### src/common/ssl_pkg.sv
/*
 * ssl_pkg: constants shared by the serial shift/latch driver ends.
 * Assumes a single 125 MHz system clock at each end.
 */
package ssl_pkg;
	localparam int WORD_BITS      = 12;            // serial word length
	localparam int MSB            = WORD_BITS - 1; // first bit sent
	localparam logic [11:0] RESET_WORD = 12'h000;  // shift and latch reset value
	localparam int CLK_NS         = 8;             // system clock period
	localparam int LINK_HALF_NS   = 80;            // half period of made link clock
	localparam int LINK_HALF_CYC  = (LINK_HALF_NS + CLK_NS - 1) / CLK_NS; // 10 cycles
	localparam int FIFO_DEPTH     = 4;             // words queued at the host end
	localparam int CNT_W          = 4;             // width of bit and divider counters
	localparam logic [3:0] HALF_CNT_LAST = 4'(LINK_HALF_CYC - 1);
	localparam logic [3:0] BIT_LAST      = 4'(WORD_BITS - 1);
endpackage

### src/common/ssl_if.sv
/*
 * ssl_if: the four-wire serial link plus cascade output.
 * Assumes the host drives clock, data, load and blank; the driver drives cascade.
 */
`timescale 1ns/1ps
interface ssl_if;
	logic shift_clk;  // link clock, made by the host
	logic ser_data;   // serial data to the driver
	logic load;       // latch load, transparent while high
	logic blank;      // forces driver outputs low
	logic cascade;    // last shift stage, for chaining
	modport host (output shift_clk, output ser_data, output load, output blank, input cascade);
	modport drv  (input shift_clk, input ser_data, input load, input blank, output cascade);
endinterface

### src/core/ssl_fifo.sv
/*
 * ssl_fifo: small synchronous FIFO with valid/ready on both sides.
 * Assumes one clock and a synchronous active-high reset.
 */
`timescale 1ns/1ps
module ssl_fifo #(
	parameter int WIDTH = 12,
	parameter int DEPTH = 4
) (
	// system
	input  wire logic             clk,
	input  wire logic             rst,
	// fill side
	input  wire logic             in_valid,
	output logic                  in_ready,
	input  wire logic [WIDTH-1:0] in_data,
	// drain side
	output logic                  out_valid,
	input  wire logic             out_ready,
	output logic [WIDTH-1:0]      out_data
);
	localparam int AW = $clog2(DEPTH);
	logic [WIDTH-1:0] mem [DEPTH];  // word store
	logic [AW-1:0]    wr_ptr;       // next write slot
	logic [AW-1:0]    rd_ptr;       // next read slot
	logic [AW:0]      count;        // words held
	wire              do_wr = in_valid & in_ready;
	wire              do_rd = out_valid & out_ready;

	assign in_ready  = (count != (AW+1)'(DEPTH));
	assign out_valid = (count != '0);
	assign out_data  = mem[rd_ptr];

	// store and pointers; depth is a power of two so pointers wrap freely
	always_ff @(posedge clk) begin
		if (rst) begin
			wr_ptr <= '0;
			rd_ptr <= '0;
			count  <= '0;
		end else begin
			if (do_wr) begin
				mem[wr_ptr] <= in_data;
				wr_ptr      <= wr_ptr + 1'b1;
			end
			if (do_rd)
				rd_ptr <= rd_ptr + 1'b1;
			count <= count + (AW+1)'(do_wr) - (AW+1)'(do_rd);
		end
	end
endmodule

### src/core/ssl_host.sv
/*
 * ssl_host: controller end; queues 12-bit words and sends each MSB first,
 * then pulses load high and back low. Makes the link clock by a divider.
 * Assumes one 125 MHz clock, synchronous active-high reset.
 */
`timescale 1ns/1ps
module ssl_host (
	// system
	input  wire logic        clk,
	input  wire logic        rst,
	// user word stream
	input  wire logic        word_valid,
	output logic             word_ready,
	input  wire logic [11:0] word_data,
	input  wire logic        blank_req,
	output logic             busy,
	// link
	ssl_if.host              link
);
	typedef enum logic [2:0] {SH_IDLE, SH_LOW, SH_HIGH, SH_LOAD_HI, SH_LOAD_LO} ssl_hstate_t;
	ssl_hstate_t state;          // sequencer state
	logic [3:0]  div;            // half-period divider
	logic [3:0]  bit_idx;        // bit being sent
	logic [11:0] word;           // word in flight
	logic        q_valid;        // fifo has a word
	logic [11:0] q_data;         // fifo head
	wire         tick   = (div == ssl_pkg::HALF_CNT_LAST); // half-period enable
	wire         take   = (state == SH_IDLE) & q_valid;
	logic        sck, sdo, ld, blk;

	ssl_fifo #(.WIDTH(12), .DEPTH(ssl_pkg::FIFO_DEPTH)) u_fifo (
		.clk      (clk),
		.rst      (rst),
		.in_valid (word_valid),
		.in_ready (word_ready),
		.in_data  (word_data),
		.out_valid(q_valid),
		.out_ready(take),
		.out_data (q_data)
	);

	assign link.shift_clk = sck;
	assign link.ser_data  = sdo;
	assign link.load      = ld;
	assign link.blank     = blk;
	assign busy           = (state != SH_IDLE);

	// divider, restarted when a word is taken so each phase lasts one half period
	always_ff @(posedge clk) begin
		if (rst || take)
			div <= '0;
		else
			div <= tick ? 4'h0 : div + 4'h1;
	end

	// sequencer: clock held low, 12 bits MSB first, then a load pulse
	always_ff @(posedge clk) begin
		if (rst) begin
			state   <= SH_IDLE;
			sck     <= 1'b0;
			sdo     <= 1'b0;
			ld      <= 1'b0;
			blk     <= 1'b0;
			bit_idx <= '0;
			word    <= ssl_pkg::RESET_WORD;
		end else begin
			blk <= blank_req;
			case (state)
				SH_IDLE: begin
					sck <= 1'b0;
					if (take) begin
						word    <= q_data;
						sdo     <= q_data[ssl_pkg::MSB]; // data set while clock low
						bit_idx <= '0;
						state   <= SH_LOW;
					end
				end
				SH_LOW: if (tick) begin
					sck   <= 1'b1; // data already stable a half period
					state <= SH_HIGH;
				end
				SH_HIGH: if (tick) begin
					sck <= 1'b0;
					if (bit_idx == ssl_pkg::BIT_LAST) begin
						ld    <= 1'b1; // own load line per driver
						state <= SH_LOAD_HI;
					end else begin
						bit_idx <= bit_idx + 4'h1;
						sdo     <= word[4'(ssl_pkg::MSB - 1) - bit_idx]; // next lower bit
						state   <= SH_LOW;
					end
				end
				SH_LOAD_HI: if (tick) begin
					ld    <= 1'b0; // falling edge captures the word
					state <= SH_LOAD_LO;
				end
				SH_LOAD_LO: if (tick)
					state <= SH_IDLE;
				default: state <= SH_IDLE;
			endcase
		end
	end
endmodule

### src/flat_wrapper.sv
// flat-port wrapper written by rule: the top's interface ports become plain ports
module ssl_host_flat 
  (clk, rst, word_valid, word_ready, word_data, blank_req, busy, link_shift_clk, link_ser_data, link_load, link_blank, link_cascade);
  ssl_if link_i ();
  input  wire logic clk;
  input  wire logic rst;
  input  wire logic word_valid;
  output logic word_ready;
  input  wire logic [11:0] word_data;
  input  wire logic blank_req;
  output logic busy;
  output wire logic [$bits(link_i.shift_clk)-1:0] link_shift_clk;
  output wire logic [$bits(link_i.ser_data)-1:0] link_ser_data;
  output wire logic [$bits(link_i.load)-1:0] link_load;
  output wire logic [$bits(link_i.blank)-1:0] link_blank;
  input wire logic [$bits(link_i.cascade)-1:0] link_cascade;
  assign link_shift_clk = link_i.shift_clk;
  assign link_ser_data = link_i.ser_data;
  assign link_load = link_i.load;
  assign link_blank = link_i.blank;
  assign link_i.cascade = link_cascade;
  ssl_host u_core (.clk(clk), .rst(rst), .word_valid(word_valid), .word_ready(word_ready), .word_data(word_data), .blank_req(blank_req), .busy(busy), .link(link_i));
endmodule
### config.mk
export PLATFORM = sky130hd
export DESIGN_NAME = ssl_host_flat
export DESIGN_NICKNAME = d
export VERILOG_FILES = /design/src/common/ssl_pkg.sv /design/src/common/ssl_if.sv /design/src/core/ssl_fifo.sv /design/src/core/ssl_host.sv /design/src/flat_wrapper.sv
export SDC_FILE = /design/constraint.sdc
export NUM_CORES = 1
export LEC_CHECK = 0
export ABC_AREA = 0
export BUFFER_PORTS_ARGS = -buffer_cell sky130_fd_sc_hd__clkbuf_2
export CORE_UTILIZATION = 51
export CTS_CLUSTER_DIAMETER = 100
export DETAILED_ROUTE_END_ITERATION = 12
export GPL_ROUTABILITY_DRIVEN = 0
export PLACE_DENSITY_LB_ADDON = 0.1
export SYNTH_ARGS = -nofsm -noshare
export SYNTH_HDL_FRONTEND = slang
export SYNTH_SLANG_ARGS = --single-unit
### constraint.sdc
create_clock -name clk -period 2.47 [get_ports clk]
set_clock_uncertainty 0.2 [all_clocks]
set_input_delay 0.494 -clock clk [delete_from_list [all_inputs] [get_ports clk]]
set_output_delay 0.494 -clock clk [all_outputs]
set_load 0.02 [all_outputs]
== After elaboration in Yosys (flattened, before gate mapping) ==
Memory sizes are Yosys's and may differ from the RTL's. A register that Yosys moved wholly into a read port is not among the register bits.
Index checks and enable logic that the tools add are counted.

* Add/sub/neg operators: 7
* Magnitude comparators: 1
* Equality and inequality tests: 14
* Mux-type cells: 28
* Bitwise operators: 3
* Reductions and logical operators: 13

{| class="wikitable"
|+ Operator list
! cell !! number
|-
| 3-bit 2-to-1 mux || 5
|-
| 3-bit one-hot mux with 5 select lines || 1
|-
| 4-bit 2-to-1 mux || 3
|-
| 2-bit by 1-bit != test with 1-bit output, second input constant || 6
|-
| 1-bit 2-to-1 mux || 11
|-
| 3-bit nonzero test || 3
|-
| 4-bit by 1-bit adder with 4-bit output, second input constant || 2
|-
| 4-bit equality test, second input constant || 2
|-
| 4-bit one-hot mux with 2 select lines || 1
|-
| 4-bit AND reduction || 2
|-
| 3-bit by 2-bit equality test with 1-bit output, second input constant || 2
|-
| 2-bit 2-to-1 mux || 3
|-
| 4-bit by 5-bit less-than comparator with 1-bit output, second input constant || 1
|-
| 5-bit AND reduction || 1
|-
| 2-bit by 1-bit adder with 2-bit output, second input constant || 2
|-
| 1-bit binary-select mux with 4-bit select || 1
|-
| 1-bit one-hot mux with 2 select lines || 2
|-
| 2-bit nonzero test || 2
|-
| 4-bit subtractor, first input constant || 1
|-
| 3-bit by 1-bit adder with 3-bit output || 1
|-
| 1-bit bitwise AND || 3
|-
| 3-bit by 1-bit equality test with 1-bit output, second input constant || 1
|-
| 3-bit equality test, second input constant || 1
|-
| 3-bit logical NOT || 1
|-
| other kinds (8) || 8
|}

* Flip-flop bits (word level): 34
* Bits in writable memories: 48
* Word-level logic and storage cells: 78
* Memories kept: 1

{| class="wikitable"
|+ Memory list
! name !! depth !! bits a word !! rd ports !! clocked after memory_dff !! wr ports !! line !! RTL
|-
| u_core.u_fifo.mem || 4 || 12 || 1 || 1 || 1 || ssl_fifo.sv:23 || <nowiki>logic [WIDTH-1:0] mem [DEPTH];</nowiki>
|}

== Depth between registers and ports, before layout ==
Gate-level depths: netlist of the first run.

* Depth after elaboration: 6
* Gate-level depth with buffers: 12

== By module ==
A second synthesis of the first run with hierarchy kept.

* Cell total of the unflattened synthesis: 269
* Area, all modules: 3555.9 um^2

{| class="wikitable"
|+ By module, submodules not included
! module !! instances !! cells each !! area an instance (um^2) !! sequential area each (um^2)
|-
| ssl_fifo || 1 || 110 || 2199.6 || 1621.6
|-
| ssl_host || 1 || 159 || 1356.3 || 540.5
|}

== Worst setup path after synthesis of the first run ==
No wires, ideal clock.

* Path type: register to register
* Start: register u_core.u_fifo.count[1]
* End: register u_core.u_fifo.count[2]
* Arrival: 2.301 ns
* Required time: 2.142 ns
* Path slack: -0.159 ns
* Stages on the path, launching flop included: 12
* Buffers on the path: 1
* Path through: dfxtp_1 -> or3_1 -> nand2_1 -> inv_1 -> buf_2 -> ha_1 -> inv_1 -> ha_1 -> fa_1 -> xnor2_1 -> xnor2_1 -> nor2_1

* Longest elaborated chain between the ends: 4
* Elaborated cells between the ends (all ways): 7

{| class="wikitable"
|+ Ends and longest elaborated chain
! element !! line !! RTL
|-
| from (decl) || ssl_fifo.sv:26 || <nowiki>logic [AW:0] count;</nowiki>
|-
| from (signal assigned) || ssl_fifo.sv:47 || <nowiki>count <= count + (AW+1)'(do_wr) - (AW+1)'(do_rd);</nowiki>
|-
| 3-bit nonzero test (*) || ssl_fifo.sv:31 || <nowiki>assign out_valid = (count != '0);</nowiki>
|-
| 1-bit bitwise AND || ssl_host.sv:28 || <nowiki>wire take = (state == SH_IDLE) & q_valid;</nowiki>
|-
| 1-bit bitwise AND (*) || ssl_fifo.sv:28 || <nowiki>wire do_rd = out_valid & out_ready;</nowiki>
|-
| via u_core.u_fifo.do_rd || ssl_fifo.sv:28 ||
|-
| 3-bit by 1-bit subtractor with 3-bit output (*) || ssl_fifo.sv:47 ||
|}

The timed path passes the listed nets; every way through them passes the cells marked *.
A chain may end at the register's enable or synchronous reset.

== Worst setup path in the final report of the first run ==
* Start: register u_core.u_fifo.count[1]
* End: register u_core.u_fifo.count[2]

* Longest elaborated chain between the ends: 4
* Elaborated cells between the ends (all ways): 7

{| class="wikitable"
|+ Ends and longest elaborated chain
! element !! line
|-
| 3-bit != test or 3-bit nonzero test (tied branches) || ssl_fifo.sv:30, ssl_fifo.sv:31
|-
| 1-bit bitwise AND (on tied branches) || ssl_fifo.sv:27, ssl_host.sv:28
|-
| 3-bit by 1-bit adder with 3-bit output or 1-bit bitwise AND (tied branches) || ssl_fifo.sv:47, ssl_fifo.sv:28
|-
| 3-bit by 1-bit subtractor with 3-bit output (*) || ssl_fifo.sv:47
|}

Every way passes the cells marked *; elsewhere a longest branch is shown, timed or not.

==> impl_metrics.ini, run 1 <==
[floorplan]
core-area_sq_um = 6460
die_y_microns = 84.3
rows = 29
io_pins = 23
die_area_sq_um = 7100
start_util = 0.535
die_w_microns = 84.3

[yosys]
synth_area_leaders = edfxtp_1, dfxtp_1, mux4_2
ys_types = 41
synthMostInstantiatedCell = edfxtp_1
synth_xor_area_frac = 0.0228
synth_ff_type = edfxtp_1
synthSimpleGateAreaFrac = 0.118
syn_inst = 260
synth.avg_cell_area_sq_um = 13.3
synthMuxAreaShare = 0.103
synthesis.area_sq_um = 3450
synth-edff-count = 48
synth_top_family_by_area = simple AND/OR/NAND/NOR gates
async_reset_ff_frac = 0
synth_nets = 288
synth-compound-area-share = 0.0601
synth_top_area_frac = 0.417
yosys.area.top_type = edfxtp_1
ys_ff_latch = 84
synthAdderAreaFrac = 0.0420
ys_top_cells_by_count = edfxtp_1, dfxtp_1, nand2_1, a21oi_1, mux4_2
ys.warnings.count = 0
ys_seq_area_frac = 0.626

[clock_tree]
cts.path.max_buffers = 2
clk_latency_ns = 0.35
cts_root_buf = clkbuf_8
cts_hold_buf = 0
cts_tree = built
clk_pin_slew_ns = 0.08
post_cts_buffers = 0
ctsHtreeMaxLevel = 3
clock_sinks = 84
ctsResizeCount = 0
numCtsBuffers = 9

[detailed_routing]
wl_per_cell_microns = 15.8
ant_nets = 0
vias = 2069
viasPerCell = 5.49
drc_errors = 0
drt-total-wl_mm = 5.97
drt_iter0_drc = 93
dr.pass1.iters = 4

[setup_path]
required_ns = 2.50
worst-path-buf-inv = 2
crit_path_end_kind = flop
critPathMaxFanout = 5
worstSetupPathType = flop to flop
crit_path_start_kind = flop
cp_slowest_stage_delay_ns = 0.40
arrival_ns = 2.41
path_cells = or3_4 > nand2_4 > inv_2 > ha_1 > inv_1 > ha_2 > fa_2 > xnor2_2 > xnor2_1 > nor2_1
worst_path_dominant_cell_family = adder cells
slowest_stage = or3_4

[placed_design]
port_buffers = 21
dp_cells = 361
pre_cts_ws_ns = 0.0704
dpl.hpwl_mm = 3.95

[sta]
fin_ws_ns = 0.0903
rsz0062_at_grt = false
max_freq_mhz = 420
drv_slew = 0
finalSetupTns_ns = 0
worst_slew_pin_slew_ns = 0.567
finalHoldViolations = 0
setup_viol = 0
timing.final.crit_share = 0.963
slew_headroom = 0.618
period_needed_ns = 2.38
hold_ws_ns = 0.149

[flow_run]
drv_cap = 0

[layout]
antenna_cells = 0
drive_gt1_frac = 0.250
fin_nets = 323
syn_to_final_growth_pct = 14.5
instances_no_fill = 377

[power_and_ir_drop]
leakagePower_nw = 1.44
vdd_drop_max_v = 0.000454
powerDensity_nw_per_um2 = 942
power_mw = 3.72

[grt]
grt_max_degree = 30
grt_usage = 0.187
grt_pass1_wl_mm = 9.98
grt_overflow = 0
antenna_found_initial = 0
grt_pass1_vias = 2055

[hold_path]
hold_path.class = input pin to flop

[run_status]
outcome = complete, no violations
[kinds of logic (layout without fill, tap and decap cells)]
group	after synthesis	after routing
fa+ha+maj	11	11
flops	84	84
buf+inv	22	62
compound gates	36	36
simple gates	80	80
mux	18	18
xor+xnor	9	9
[registers in the layout, summed over array words and instances (netlist names), 2 cells and up, named ones only]
register / flops
u_core.u_fifo.mem: 48
u_core.word: 12
u_core.bit_idx: 4
u_core.div: 4
u_core.state: 3
u_core.u_fifo.count: 3
u_core.u_fifo.rd_ptr: 2
u_core.u_fifo.wr_ptr: 2
[layer usage]
metal	wire length, microns	vias to the layer above	track usage	part of all wire
met5	0	-	0	0
met4	150	0	0.0972	0.025
met3	231	14	0.0354	0.039
met2	2850	41	0.304	0.48
met1	2730	996	0.240	0.46
li1	-	1018	-	-
[layout by cell type, fill, tap and decap left out, drive strengths merged, types with 8 or more instances in the layout]
cell / count
a21oi: 21
nand2: 33
nor3: 8
ha: 10
clkbuf: 31
buf: 14
dfxtp: 36
edfxtp: 48
mux4: 14
inv: 13
nor2: 10
[metrics by stage]
stage               utilization  cell area (sq um)
finish                    0.612               3950
global placement          0.583               3760
detailed placement        0.583               3760
CTS                       0.612               3950
floorplan                     -               3490
global route              0.612               3950
[report_power, final]
group / leakage, nW / switching (mW) / internal (mW)
Clock: 0.0924 / 0.491 / 0.468
Combinational: 0.612 / 0.513 / 0.467
Sequential: 0.731 / 0.113 / 1.67
Total: 1.44 / 1.12 / 2.61
[layout make-up]
class | instances | area, sq um
clock buffer | 10 | 128
tap | 77 | 96.3
clock inverter | 6 | 62.6
multi-input combinational | 154 | 1230
inverter | 11 | 41.3
timing repair buffer | 35 | 235
fill | 521 | 2500
sequential | 84 | 2160
[final timing paths]
path | endpoint | startpoint | cells after the start | slack, ns
worst min register to register | u_core.word[1] | u_core.word[1] | 2 | 0.26
worst min-delay path | u_core.link.blank | blank_req | 2 | 0.15
worst max-delay path | u_core.u_fifo.count[2] | u_core.u_fifo.count[1] | 10 | 0.09
worst max register to register | u_core.u_fifo.count[2] | u_core.u_fifo.count[1] | 10 | 0.09
Note: power is estimated with default switching activity, not from simulation.
==> run 2, diff against run 1 <==
CAP_MARGIN = 10   (was not set)
CTS_BUF_LIST = sky130_fd_sc_hd__clkbuf_4 sky130_fd_sc_hd__clkbuf_8 sky130_fd_sc_hd__clkbuf_16   (was not set)
==> impl_metrics.ini, run 2 (synthesized netlist as in run 1, its figures left out) <==
[run_status]
outcome = complete, no violations

[layout]
syn_to_final_growth_pct = 14.6
top_register = u_core.u_fifo.mem
mostFrequentLayoutCell = edfxtp_1
layout_common_cells = edfxtp_1, dfxtp_1, nand2_1
fin_nets = 323
antenna_cells = 0
drive_gt1_frac = 0.253
nFillCells = 519
largest_reg_flops = 48
largestRegisters = u_core.u_fifo.mem x48, u_core.word x12

[setup_path]
worst-path-buf-inv = 2
cp_slowest_stage_delay_ns = 0.40
reg2reg_to = u_core.u_fifo.count[2]
worstSetupPathType = flop to flop
slowest_stage = or3_4
crit_path_end_kind = flop
r2r_setup_slack_ns = 0.09
arrival_ns = 2.42
crit_path_start_kind = flop
r2r.worst_path.cells = 10
critPathMaxFanout = 5
path_cells = or3_4 > nand2_4 > inv_2 > ha_1 > inv_1 > ha_2 > fa_2 > xnor2_2 > xnor2_1 > nor2_1
required_ns = 2.51
worst_path_dominant_cell_family = adder cells
r2r_start = u_core.u_fifo.count[1]

[detailed_routing]
viasPerCell = 5.47
vias = 2063
drc_errors = 0
drt_iter0_drc = 91
ant_nets = 0
drt-total-wl_mm = 5.97
dr.pass1.iters = 4
wl_per_cell_microns = 15.8

[clock_tree]
clk_latency_ns = 0.35
numCtsBuffers = 9
cts.path.max_buffers = 2
clock_sinks = 84
cts_root_buf = clkbuf_8
cts_tree = built
ctsResizeCount = 0
ctsHtreeMaxLevel = 3
post_cts_buffers = 0
cts_hold_buf = 0
clk_pin_slew_ns = 0.09

[sta]
slew_headroom = 0.618
fin_ws_ns = 0.0878
timing.final.crit_share = 0.964
finalHoldViolations = 0
setup_viol = 0
max_freq_mhz = 420
finalSetupTns_ns = 0
worst_slew_pin_slew_ns = 0.567
drv_slew = 0
rsz0062_at_grt = false
period_needed_ns = 2.38

[grt]
grt_usage = 0.187
antenna_found_initial = 0
grt_overflow = 0
grt_pass1_vias = 2055
grt_max_degree = 30
grt_pass1_wl_mm = 9.98

[floorplan]
rows = 29
io_pins = 23
die_y_microns = 84.3
die_area_sq_um = 7100
start_util = 0.535
core-area_sq_um = 6460
die_w_microns = 84.3

[power_and_ir_drop]
power_mw = 3.74
vdd_drop_max_v = 0.000456
leakagePower_nw = 1.44
powerDensity_nw_per_um2 = 944

[hold_path]
min_path_cells = 2
hold_path.class = input pin to flop
min-delay-start = blank_req
min_to = u_core.link.blank

[placed_design]
port_buffers = 21
dpl.hpwl_mm = 3.95
pre_cts_ws_ns = 0.0704

[flow_run]
drv_cap = 0
==> run 2: worst register-to-register path, stage by stage (launching register included) <==
cell and delay, ns:
dfxtp_1 0.36, or3_4 0.40, nand2_4 0.07, inv_2 0.04, ha_1 0.26, inv_1 0.04
ha_2 0.17, fa_2 0.38, xnor2_2 0.17, xnor2_1 0.13, nor2_1 0.05
==> run 2: worst max-delay path by stage <==
stage / slack [ns] / from / endpoint / cells after the start
floorplan: 0.02 / u_core.u_fifo.count[1] / u_core.u_fifo.count[2] / 11
global placement: 0.1 / u_core.u_fifo.count[2] / u_core.u_fifo.count[2] / 9
detailed placement: 0.07 / u_core.u_fifo.count[2] / u_core.u_fifo.count[2] / 9
CTS: 0.04 / u_core.u_fifo.count[2] / u_core.u_fifo.count[2] / 9
global route: 0.005 / u_core.u_fifo.count[1] / u_core.u_fifo.count[2] / 9
finish: 0.09 / u_core.u_fifo.count[1] / u_core.u_fifo.count[2] / 10
==> run 2: area by class of cell <==
cell class / instances / area, sq um / share of cell area
clock inverters: 6 / 62.6 / 0.0158
inverters: 11 / 41.3 / 0.0104
well taps: 77 / 96.3 / 0.0243
repair buffers: 35 / 235 / 0.0594
flip-flops and latches: 84 / 2160 / 0.547
clock buffers: 10 / 131 / 0.0332
multi-input cells: 154 / 1230 / 0.310
==> run 2: layer usage <==
layer	part of all wire	global-route usage	vias up
met5	0	0	-
met4	0.025	0.0972	0
met3	0.041	0.0354	14
met2	0.48	0.304	42
met1	0.46	0.240	986
li1	-	-	1021
==> run 2: power breakdown <==
part           leakage (nW)  internal [mW]  switching [mW]
combinational         0.612          0.467           0.514
sequential            0.731           1.67           0.112
clock                0.0958          0.479           0.493
==> run 2: per-stage QoR <==
stage | hold WS (ns) | cell area [sq um] | instances | util
6_report | 0.149 | 3960 | 377 | 0.613
3_5_place_dp | 0.250 | 3760 | 361 | 0.583
2_1_floorplan | 0.233 | 3490 | 260 | -
3_3_place_gp | 0.239 | 3760 | 361 | 0.583
4_1_cts | 0.145 | 3960 | 377 | 0.613
5_1_grt | 0.145 | 3960 | 377 | 0.613
